`src/ubrk_pkg.sv`:
```
/*
  ubrk_pkg: constants and carrier types for the break-capable serial transmitter/receiver.
  Assumes a single system clock domain; consumers import ubrk_pkg::*.
*/
package ubrk_pkg;
  localparam int unsigned CLK_HZ          = 10_000_000;
  localparam int unsigned DEF_BAUD_DIV    = 16'd87;   // cycles per bit, default setting
  localparam int unsigned BREAK_ZEROS     = 12;
  localparam int unsigned DATA_BITS       = 8;
  localparam int unsigned FIFO_DEPTH      = 16;
  localparam int unsigned WAKE_EDGES      = 2;
  localparam logic [3:0]  TX_CNT_ZERO     = 4'h0;
  localparam logic [15:0] DIV_ZERO        = 16'h0000;
  localparam logic [7:0]  BYTE_ZERO       = 8'h00;

  typedef struct packed {
    logic       transmit_enable;      // transmitter on
    logic       send_break_request;   // next frame is a break
    logic [15:0] baud_div;            // cycles per bit, minus one
  } ubrk_ctrl_type;

  typedef struct packed {
    logic       shift_register_empty;  // no frame shifting
    logic       tx_buffer_empty_flag;  // holding buffer holds no byte
    logic       rx_data_flag;          // received byte or wake event pending
    logic [7:0] rx_data;               // last received byte
  } ubrk_stat_type;
endpackage : ubrk_pkg

```
`src/ubrk_fifo.sv`:
```
/*
  ubrk_fifo: parameterised synchronous FIFO with valid/ready on both sides.
  Assumes one clock and an asynchronous active-high reset.
*/
`timescale 1ns/100ps
module ubrk_fifo #(
  parameter int WIDTH = 8,
  parameter int DEPTH = 16
) (
  input  wire logic             clock,     // system clock
  input  wire logic             sys_rst,   // async reset, active high
  input  wire logic             in_valid,  // write request
  output logic                  in_ready,  // space available
  input  wire logic [WIDTH-1:0] in_data,   // write data
  output logic                  out_valid, // data available
  input  wire logic             out_ready, // read request
  output logic      [WIDTH-1:0] out_data   // head word
);
  localparam int AW = $clog2(DEPTH);
  initial begin
    if (DEPTH < 2 || (1 << AW) != DEPTH) $error("depth must be a power of two");
  end
  logic [WIDTH-1:0] mem_reg [DEPTH];
  logic [AW:0]      wr_ptr_reg;
  logic [AW:0]      rd_ptr_reg;
  logic             push;
  logic             pop;

  assign out_valid = wr_ptr_reg != rd_ptr_reg;
  assign in_ready  = (wr_ptr_reg[AW-1:0] != rd_ptr_reg[AW-1:0]) ||
                     (wr_ptr_reg[AW] == rd_ptr_reg[AW]);
  assign push      = in_valid & in_ready;
  assign pop       = out_valid & out_ready;
  assign out_data  = mem_reg[rd_ptr_reg[AW-1:0]];

  always_ff @(posedge clock) begin
    if (push) begin
      mem_reg[wr_ptr_reg[AW-1:0]] <= in_data;
    end
  end

  always_ff @(posedge clock or posedge sys_rst) begin
    if (sys_rst) begin
      wr_ptr_reg <= '0;
      rd_ptr_reg <= '0;
    end else begin
      if (push) wr_ptr_reg <= wr_ptr_reg + 1'b1;
      if (pop)  rd_ptr_reg <= rd_ptr_reg + 1'b1;
    end
  end
endmodule : ubrk_fifo

```
`src/ubrk_core.sv`:
```
/*
  ubrk_core: asynchronous serial transmitter with break-frame generation and a receiver
  with auto-wake-up on break. Control and status are plain ports, no register bus.
  Assumes serial_receive_pin is asynchronous (synchronised here) and that the bit
  period is set by the caller through ctrl.baud_div.
*/
// Overview of operation
// A break frame is a start bit, twelve zero bits and a stop bit on the tx line.
// A break frame goes out when send-break and transmit-enable are set and a byte is loaded.
// The byte that launches a break is ignored and only zeros are shifted.
// Send-break clears itself by hardware once the break's stop bit has gone out.
// The buffer accepts the next byte during a break so it follows the break directly.
// Shift-register-empty shows busy while a break shifts and idle after, as for data.
// Software sets mode, enable and send-break, writes a dummy byte, then writes 55h.
// After the break the queued sync byte goes out as a normal frame.
// The buffer-empty flag rises when the buffer empties; software waits for it.
// Software may receive a break by running the receiver at 9/13 of the bit rate.
// With auto-wake-up the receiver sees two edges, flags, then receives a byte and flags.
// Software is advised to enable auto-baud after a break once buffer-empty is seen.
// Each break bit lasts one bit period of the configured rate, same as data bits.
`timescale 1ns/100ps
module ubrk_core
  import ubrk_pkg::*;
#(
  parameter int FIFO_DEPTH_P = FIFO_DEPTH
) (
  input  wire logic                    clock,              // system clock, 10 MHz
  input  wire logic                    sys_rst,            // async reset, active high
  input  wire ubrk_pkg::ubrk_ctrl_type ctrl,               // enable, break request, divider
  input  wire logic                    send_break_set,     // pulse: request a break
  input  wire logic                    holding_wr,         // write to holding register
  input  wire logic [7:0]              holding_data,       // byte written
  output logic                         holding_ready,      // buffer can accept a write
  input  wire logic                    auto_wake_enable,   // wake on break edges
  input  wire logic                    rx_flag_clear,      // pulse: software read of rx data
  input  wire logic                    serial_receive_pin, // rx line, asynchronous
  output logic                         serial_transmit,    // tx line
  output logic                         send_break_request, // current break request bit
  output ubrk_pkg::ubrk_stat_type      stat                // status bits
);
  import ubrk_pkg::*;
  initial begin
    if (FIFO_DEPTH_P < 2) $error("fifo depth too small");
  end

  typedef enum logic [1:0] {TX_IDLE, TX_START, TX_BITS, TX_STOP} ubrk_tx_state_type;
  typedef enum logic [1:0] {RX_IDLE, RX_WAKE, RX_BITS, RX_STOP} ubrk_rx_state_type;

  function automatic logic div_done(input logic [15:0] cnt);
    div_done = cnt == DIV_ZERO;
  endfunction : div_done

  // transmit side
  logic              fifo_valid;
  logic [7:0]        fifo_data;
  logic              fifo_pop;
  ubrk_tx_state_type tx_state_reg;
  logic [15:0]       tx_div_reg;
  logic [3:0]        tx_cnt_reg;
  logic [7:0]        tx_shift_reg;
  logic              tx_is_break_reg;
  logic              break_req_reg;
  logic              tx_line_reg;

  ubrk_fifo #(.WIDTH(DATA_BITS), .DEPTH(FIFO_DEPTH_P)) u_fifo (
    .clock     (clock),
    .sys_rst   (sys_rst),
    .in_valid  (holding_wr),
    .in_ready  (holding_ready),
    .in_data   (holding_data),
    .out_valid (fifo_valid),
    .out_ready (fifo_pop),
    .out_data  (fifo_data)
  );

  // loading only when idle lets the next byte wait in the buffer during a break
  assign fifo_pop = (tx_state_reg == TX_IDLE) & fifo_valid & ctrl.transmit_enable;

  always_ff @(posedge clock or posedge sys_rst) begin
    if (sys_rst) begin
      tx_state_reg    <= TX_IDLE;
      tx_div_reg      <= DIV_ZERO;
      tx_cnt_reg      <= TX_CNT_ZERO;
      tx_shift_reg    <= BYTE_ZERO;
      tx_is_break_reg <= 1'b0;
      tx_line_reg     <= 1'b1;
    end else begin
      case (tx_state_reg)
        TX_IDLE: begin
          tx_line_reg <= 1'b1;
          if (fifo_pop) begin
            tx_is_break_reg <= break_req_reg;
            tx_shift_reg    <= break_req_reg ? BYTE_ZERO : fifo_data;
            tx_div_reg      <= ctrl.baud_div;
            tx_line_reg     <= 1'b0;
            tx_state_reg    <= TX_START;
          end
        end
        TX_START: begin
          if (div_done(tx_div_reg)) begin
            tx_div_reg   <= ctrl.baud_div;
            tx_cnt_reg   <= TX_CNT_ZERO;
            tx_line_reg  <= tx_is_break_reg ? 1'b0 : tx_shift_reg[0];
            tx_shift_reg <= {1'b0, tx_shift_reg[7:1]};
            tx_state_reg <= TX_BITS;
          end else tx_div_reg <= tx_div_reg - 1'b1;
        end
        TX_BITS: begin
          if (div_done(tx_div_reg)) begin
            tx_div_reg <= ctrl.baud_div;
            if (tx_cnt_reg == (tx_is_break_reg ? 4'(BREAK_ZEROS - 1)
                                               : 4'(DATA_BITS - 1))) begin
              tx_line_reg  <= 1'b1;
              tx_state_reg <= TX_STOP;
            end else begin
              tx_cnt_reg   <= tx_cnt_reg + 1'b1;
              tx_line_reg  <= tx_is_break_reg ? 1'b0 : tx_shift_reg[0];
              tx_shift_reg <= {1'b0, tx_shift_reg[7:1]};
            end
          end else tx_div_reg <= tx_div_reg - 1'b1;
        end
        TX_STOP: begin
          if (div_done(tx_div_reg)) begin
            tx_is_break_reg <= 1'b0;
            tx_state_reg    <= TX_IDLE;
          end else tx_div_reg <= tx_div_reg - 1'b1;
        end
        default: tx_state_reg <= TX_IDLE;
      endcase
    end
  end

  logic break_done;
  assign break_done = (tx_state_reg == TX_STOP) & tx_is_break_reg & div_done(tx_div_reg);

  // ctrl level sets the request but never clears it; the set pulse wins over the hardware clear
  always_ff @(posedge clock or posedge sys_rst) begin
    if (sys_rst) begin
      break_req_reg <= 1'b0;
    end else if (send_break_set) begin
      break_req_reg <= 1'b1;
    end else if (break_done) begin
      break_req_reg <= 1'b0;
    end else if (ctrl.send_break_request) begin
      break_req_reg <= 1'b1;
    end
  end

  assign serial_transmit    = tx_line_reg;
  assign send_break_request = break_req_reg;

  // receive side
  logic              rx_meta_reg;
  logic              rx_sync_reg;
  logic              rx_prev_reg;
  ubrk_rx_state_type rx_state_reg;
  logic [15:0]       rx_div_reg;
  logic [3:0]        rx_cnt_reg;
  logic [7:0]        rx_shift_reg;
  logic [7:0]        rx_data_reg;
  logic [1:0]        wake_edges_reg;
  logic              wake_spent_reg;
  logic              rx_event_reg;
  logic              rx_flag_reg;
  logic              rx_fall;

  always_ff @(posedge clock or posedge sys_rst) begin
    if (sys_rst) begin
      rx_meta_reg <= 1'b1;
      rx_sync_reg <= 1'b1;
      rx_prev_reg <= 1'b1;
    end else begin
      rx_meta_reg <= serial_receive_pin;
      rx_sync_reg <= rx_meta_reg;
      rx_prev_reg <= rx_sync_reg;
    end
  end

  assign rx_fall = rx_prev_reg & ~rx_sync_reg;

  always_ff @(posedge clock or posedge sys_rst) begin
    if (sys_rst) begin
      rx_state_reg   <= RX_IDLE;
      rx_div_reg     <= DIV_ZERO;
      rx_cnt_reg     <= TX_CNT_ZERO;
      rx_shift_reg   <= BYTE_ZERO;
      rx_data_reg    <= BYTE_ZERO;
      wake_edges_reg <= 2'h0;
      wake_spent_reg <= 1'b0;
      rx_event_reg   <= 1'b0;
    end else begin
      rx_event_reg <= 1'b0;
      // a wake is spent once used, so the byte behind the break is received normally
      if (!auto_wake_enable) wake_spent_reg <= 1'b0;
      case (rx_state_reg)
        RX_IDLE: begin
          if (rx_fall) begin
            if (auto_wake_enable && !wake_spent_reg) begin
              wake_edges_reg <= 2'h1;
              rx_state_reg   <= RX_WAKE;
            end else begin
              rx_div_reg   <= {1'b0, ctrl.baud_div[15:1]};  // sample mid start bit
              rx_cnt_reg   <= TX_CNT_ZERO;
              rx_state_reg <= RX_BITS;
            end
          end
        end
        RX_WAKE: begin
          // break fall then rise: two edges, then flag and return to data reception
          if (rx_prev_reg != rx_sync_reg) begin
            if (wake_edges_reg == 2'(WAKE_EDGES - 1)) begin
              rx_event_reg   <= 1'b1;
              wake_spent_reg <= 1'b1;
              rx_state_reg   <= RX_IDLE;
            end else wake_edges_reg <= wake_edges_reg + 1'b1;
          end
        end
        RX_BITS: begin
          if (div_done(rx_div_reg)) begin
            rx_div_reg <= ctrl.baud_div;
            if (rx_cnt_reg != TX_CNT_ZERO) rx_shift_reg <= {rx_sync_reg, rx_shift_reg[7:1]};
            if (rx_cnt_reg == 4'(DATA_BITS)) rx_state_reg <= RX_STOP;
            else rx_cnt_reg <= rx_cnt_reg + 1'b1;
          end else rx_div_reg <= rx_div_reg - 1'b1;
        end
        RX_STOP: begin
          if (div_done(rx_div_reg)) begin
            rx_data_reg  <= rx_shift_reg;
            rx_event_reg <= 1'b1;
            rx_state_reg <= RX_IDLE;
          end else rx_div_reg <= rx_div_reg - 1'b1;
        end
        default: rx_state_reg <= RX_IDLE;
      endcase
    end
  end

  // set wins over a clear in the same cycle
  always_ff @(posedge clock or posedge sys_rst) begin
    if (sys_rst) rx_flag_reg <= 1'b0;
    else if (rx_event_reg) rx_flag_reg <= 1'b1;
    else if (rx_flag_clear) rx_flag_reg <= 1'b0;
  end

  always_comb begin
    stat.shift_register_empty = tx_state_reg == TX_IDLE;
    stat.tx_buffer_empty_flag = ~fifo_valid;
    stat.rx_data_flag         = rx_flag_reg;
    stat.rx_data              = rx_data_reg;
  end
endmodule : ubrk_core

```
`config.mk`:
```
export PLATFORM = sky130hd
export DESIGN_NAME = ubrk_core
export DESIGN_NICKNAME = d
export VERILOG_FILES = /design/src/ubrk_pkg.sv /design/src/ubrk_fifo.sv /design/src/ubrk_core.sv
export SDC_FILE = /design/constraint.sdc
export NUM_CORES = 1
export LEC_CHECK = 0
export BUFFER_PORTS_ARGS = -buffer_cell sky130_fd_sc_hd__buf_4
export CORE_MARGIN = 2
export CORE_UTILIZATION = 32
export CTS_CLUSTER_DIAMETER = 120
export DETAILED_ROUTE_END_ITERATION = 8
export PLACE_DENSITY_LB_ADDON = 0.12
export SKIP_LAST_GASP = 1
export SYNTH_ARGS = -nofsm -noshare
export SYNTH_HDL_FRONTEND = slang
export SYNTH_SLANG_ARGS = --single-unit
```
`constraint.sdc`:
```
create_clock -name clock -period 3.98 [get_ports clock]
set_input_delay 1.194 -clock clock [delete_from_list [all_inputs] [get_ports clock]]
set_output_delay 1.194 -clock clock [all_outputs]
set_load 0.01 [all_outputs]
```
==> metrics.cfg <==
[worst_setup_path]
crit_path_end_kind = primary output
required_ps = 2790
reg2reg_to = tx_div_reg[0]$_DFFE_PP0P_
cpPeakStageDelay_ps = 520
reg2reg_depth = 8
path_delay_family = flip-flops
r2r_setup_slack_ps = 1020
path_buf_inv = 2
arrival_ps = 1980
startpoint_type = flip-flop
cp_slowest_cell = dfrtp_1
critPathMaxFanout = 10
r2r-start = tx_div_reg[0]$_DFFE_PP0P_
critPathKind = flip-flop to primary output
cp_cell_sequence = xor2_1, nor4_1, buf_4, and2_1, buf_4
cp_common_cell = buf_4

[logic_synthesis]
yosys.area_share.simple_pct = 11.1
syn-cell-area_sq_um = 10300
synth_ff_type = edfxtp_1
synth_edf_count = 128
synthAdderAreaFrac_pct = 2.19
synthCells = 810
synthesis.nets = 861
synth-compound-area-share_pct = 12.9
synth.distinct_cells = 78
synth_seq_cells = 217
synthMuxAreaShare_pct = 10.0
synth_top_family_by_area = compound AO/OA/AOI/OAI gates
synthXorXnorAreaFrac_pct = 1.19
seq_area_frac_synth_pct = 59.1
yosysWarnings = 0
async_flop_share_pct = 41.0
avgSynthCellArea_sq_um = 12.7

[sta]
skew_ps = 8.82
hold_viol_final = 0
slew_viol_final = 0
fmax_ghz = 0.315
finalSetupTns_ps = 0
setup-violations-final = 0
layout_setup_ws_ps = 809
slew_headroom_pct = 42.0
rsz0062_at_grt = false
worstMarginPinSlew_ps = 862
fin_crit_sh_pct = 79.7
finalCriticalPeriod_ps = 3170

[final_layout]
final_common_cell = edfxtp_1
finalNetCount = 922
largest_register_ffs = 128
syn_to_final_growth_pct = 17.9
drive_above_1_share_pct = 21.2
diodes = 0
final_cell_area_sq_um = 12100
finalNonFillerCells = 1293
final_cell_mix = edfxtp_1, dfrtp_1, buf_4

[drt]
num_vias = 6851
finalWirelength_microns = 25700
drt_pre_antenna_iters = 4
ant_nets = 0
drt_iter0_markers = 446
wl_per_cell_microns = 19.9
via_per_inst = 5.30
drc = 0

[grt]
grt_util_met1_pct = 21.6
antenna_found_initial = 0
overflow = 0
grt_util_met2_pct = 25.7
grt_usage_pct = 15.5
grt_max_degree = 47
grt_pass1_vias = 6928
grt.busiest_layer = met2
grt_use_met3_pct = 2.30
grt_first_pass_wirelength_microns = 40900

[placed_design]
io_buffers = 46
place.gp.congestion = 0.768
place_ws_ps = 1010
dpl_cell_area_sq_um = 11200
hpwl_microns = 16800
place_inst = 1245

[clock_network]
ctsRootBufferMaster = clkbuf_16
postCtsSetupBuffers = 0
cts.clk_slew.worst_paths_ps = 60
cts_sinks = 217
cts-buffers-inserted = 26
cts_buffer_depth = 3
cts_tree = yes
cts_hold_buffers = 0
htreeDepth = 1
postCtsResizedCells = 0
insertion_delay_ps = 540

[die]
start_util_pct = 32.5
dieHeight_microns = 183
core.rowCount = 65
ioPinCount = 47
design.core.area_sq_um = 31600
dieArea_sq_um = 33600
dieWidth_microns = 183

[job]
drv_cap = 0

[min_path]
holdCritStartpoint = rx_meta_reg$_DFF_PP1_
min_path_type = flip-flop to flip-flop
min_path_cells = 0
hold-path-endpoint = rx_sync_reg$_DFF_PP1_

[power]
p_leak_nw = 4.55
ir_drop_mv = 0.333
total_power_mw = 6.28
p_per_area_nw_per_um2 = 518

[status]
status = complete, no violations

==> report_power, final <==
group	internal, mW	switching [mW]
Clock	1.61	0.943
Combinational	0.338	0.485
Sequential	2.68	0.228
==> routing by layer <==
metal,vias to the layer above,share of wire [%]
met1,3445,46
met5,-,0
met4,0,1.9
met3,37,4.2
met2,141,48
li1,3228,-
==> cells in the mapped netlist (all sizes together) (3+ instances only) <==
cell	count	area, sq um
edfxtp	128	3840
dfrtp	85	2130
nor2	52	195
inv	41	154
nand2	37	139
mux2i	33	330
a21oi	30	158
nand3	30	150
o21ai	29	149
a22oi	28	240
clkbuf	26	97.6
mux2	26	293
nor3	26	146
buf	20	110
ha	18	225
mux4	18	405
o2bb2ai	15	131
a211oi	12	90.1
nand4	12	81.3
nor4	11	105
a31oi	10	62.6
nor2b	9	56.3
o32ai	9	78.8
nand2b	7	43.8
xnor2	7	61.3
xor2	7	61.3
a21o	5	37.5
and2	5	31.3
or4	5	41.3
a221oi	4	35.0
a32oi	4	35.0
and3	4	25.0
dfstp	4	105
o22ai	4	25.0
or3	4	25.0
a2bb2oi	3	26.3
o311a	3	30.0
==> kinds of logic (layout without fill, tap and decap cells) <==
kind of cell    after synthesis  count (layout)
xor+xnor                     14              14
flops                       217             217
compound gates              182             182
mux                          77              77
buf+inv                      87             168
fa+ha+maj                    18              18
simple gates                215             215
==> worst max path at each step <==
stage	from	to	slack, ps	cells past startpoint
floorplan	sys_rst	rx_cnt_reg[0]$_DFFE_PP0P_	490	1
global placement	auto_wake_enable	rx_div_reg[14]$_DFFE_PP0P_	1040	6
detailed placement	auto_wake_enable	rx_div_reg[14]$_DFFE_PP0P_	1010	6
CTS	u_fifo.wr_ptr_reg[3]$_DFFE_PP0P_	stat[9]	790	5
global route	u_fifo.wr_ptr_reg[3]$_DFFE_PP0P_	stat[9]	750	5
finish	u_fifo.wr_ptr_reg[3]$_DFFE_PP0P_	stat[9]	810	5
==> final cells by class <==
class	count	area, sq um
repair buffers	79	606
flip-flops and latches	217	6080
clock inverters	6	141
well taps	402	503
clock buffers	42	791
fillers	3053	19500
inverters	41	156
multi-input cells	506	3850
==> worst register-to-register path, stage by stage, from the launching register on <==
cell	delay, ps
dfrtp_1	380
inv_1	120
ha_1	170
or4b_1	510
nor4_4	420
buf_4	250
a221o_1	730
a221oi_1	120
a21oi_1	170
==> per-stage QoR <==
step	utilization (%)	hold WS [ps]
2_1_floorplan	-	345
3_3_place_gp	35.4	346
3_5_place_dp	35.4	348
4_1_cts	38.3	356
5_1_grt	38.3	365
6_report	38.3	355
(Power assumes the default switching activity.)
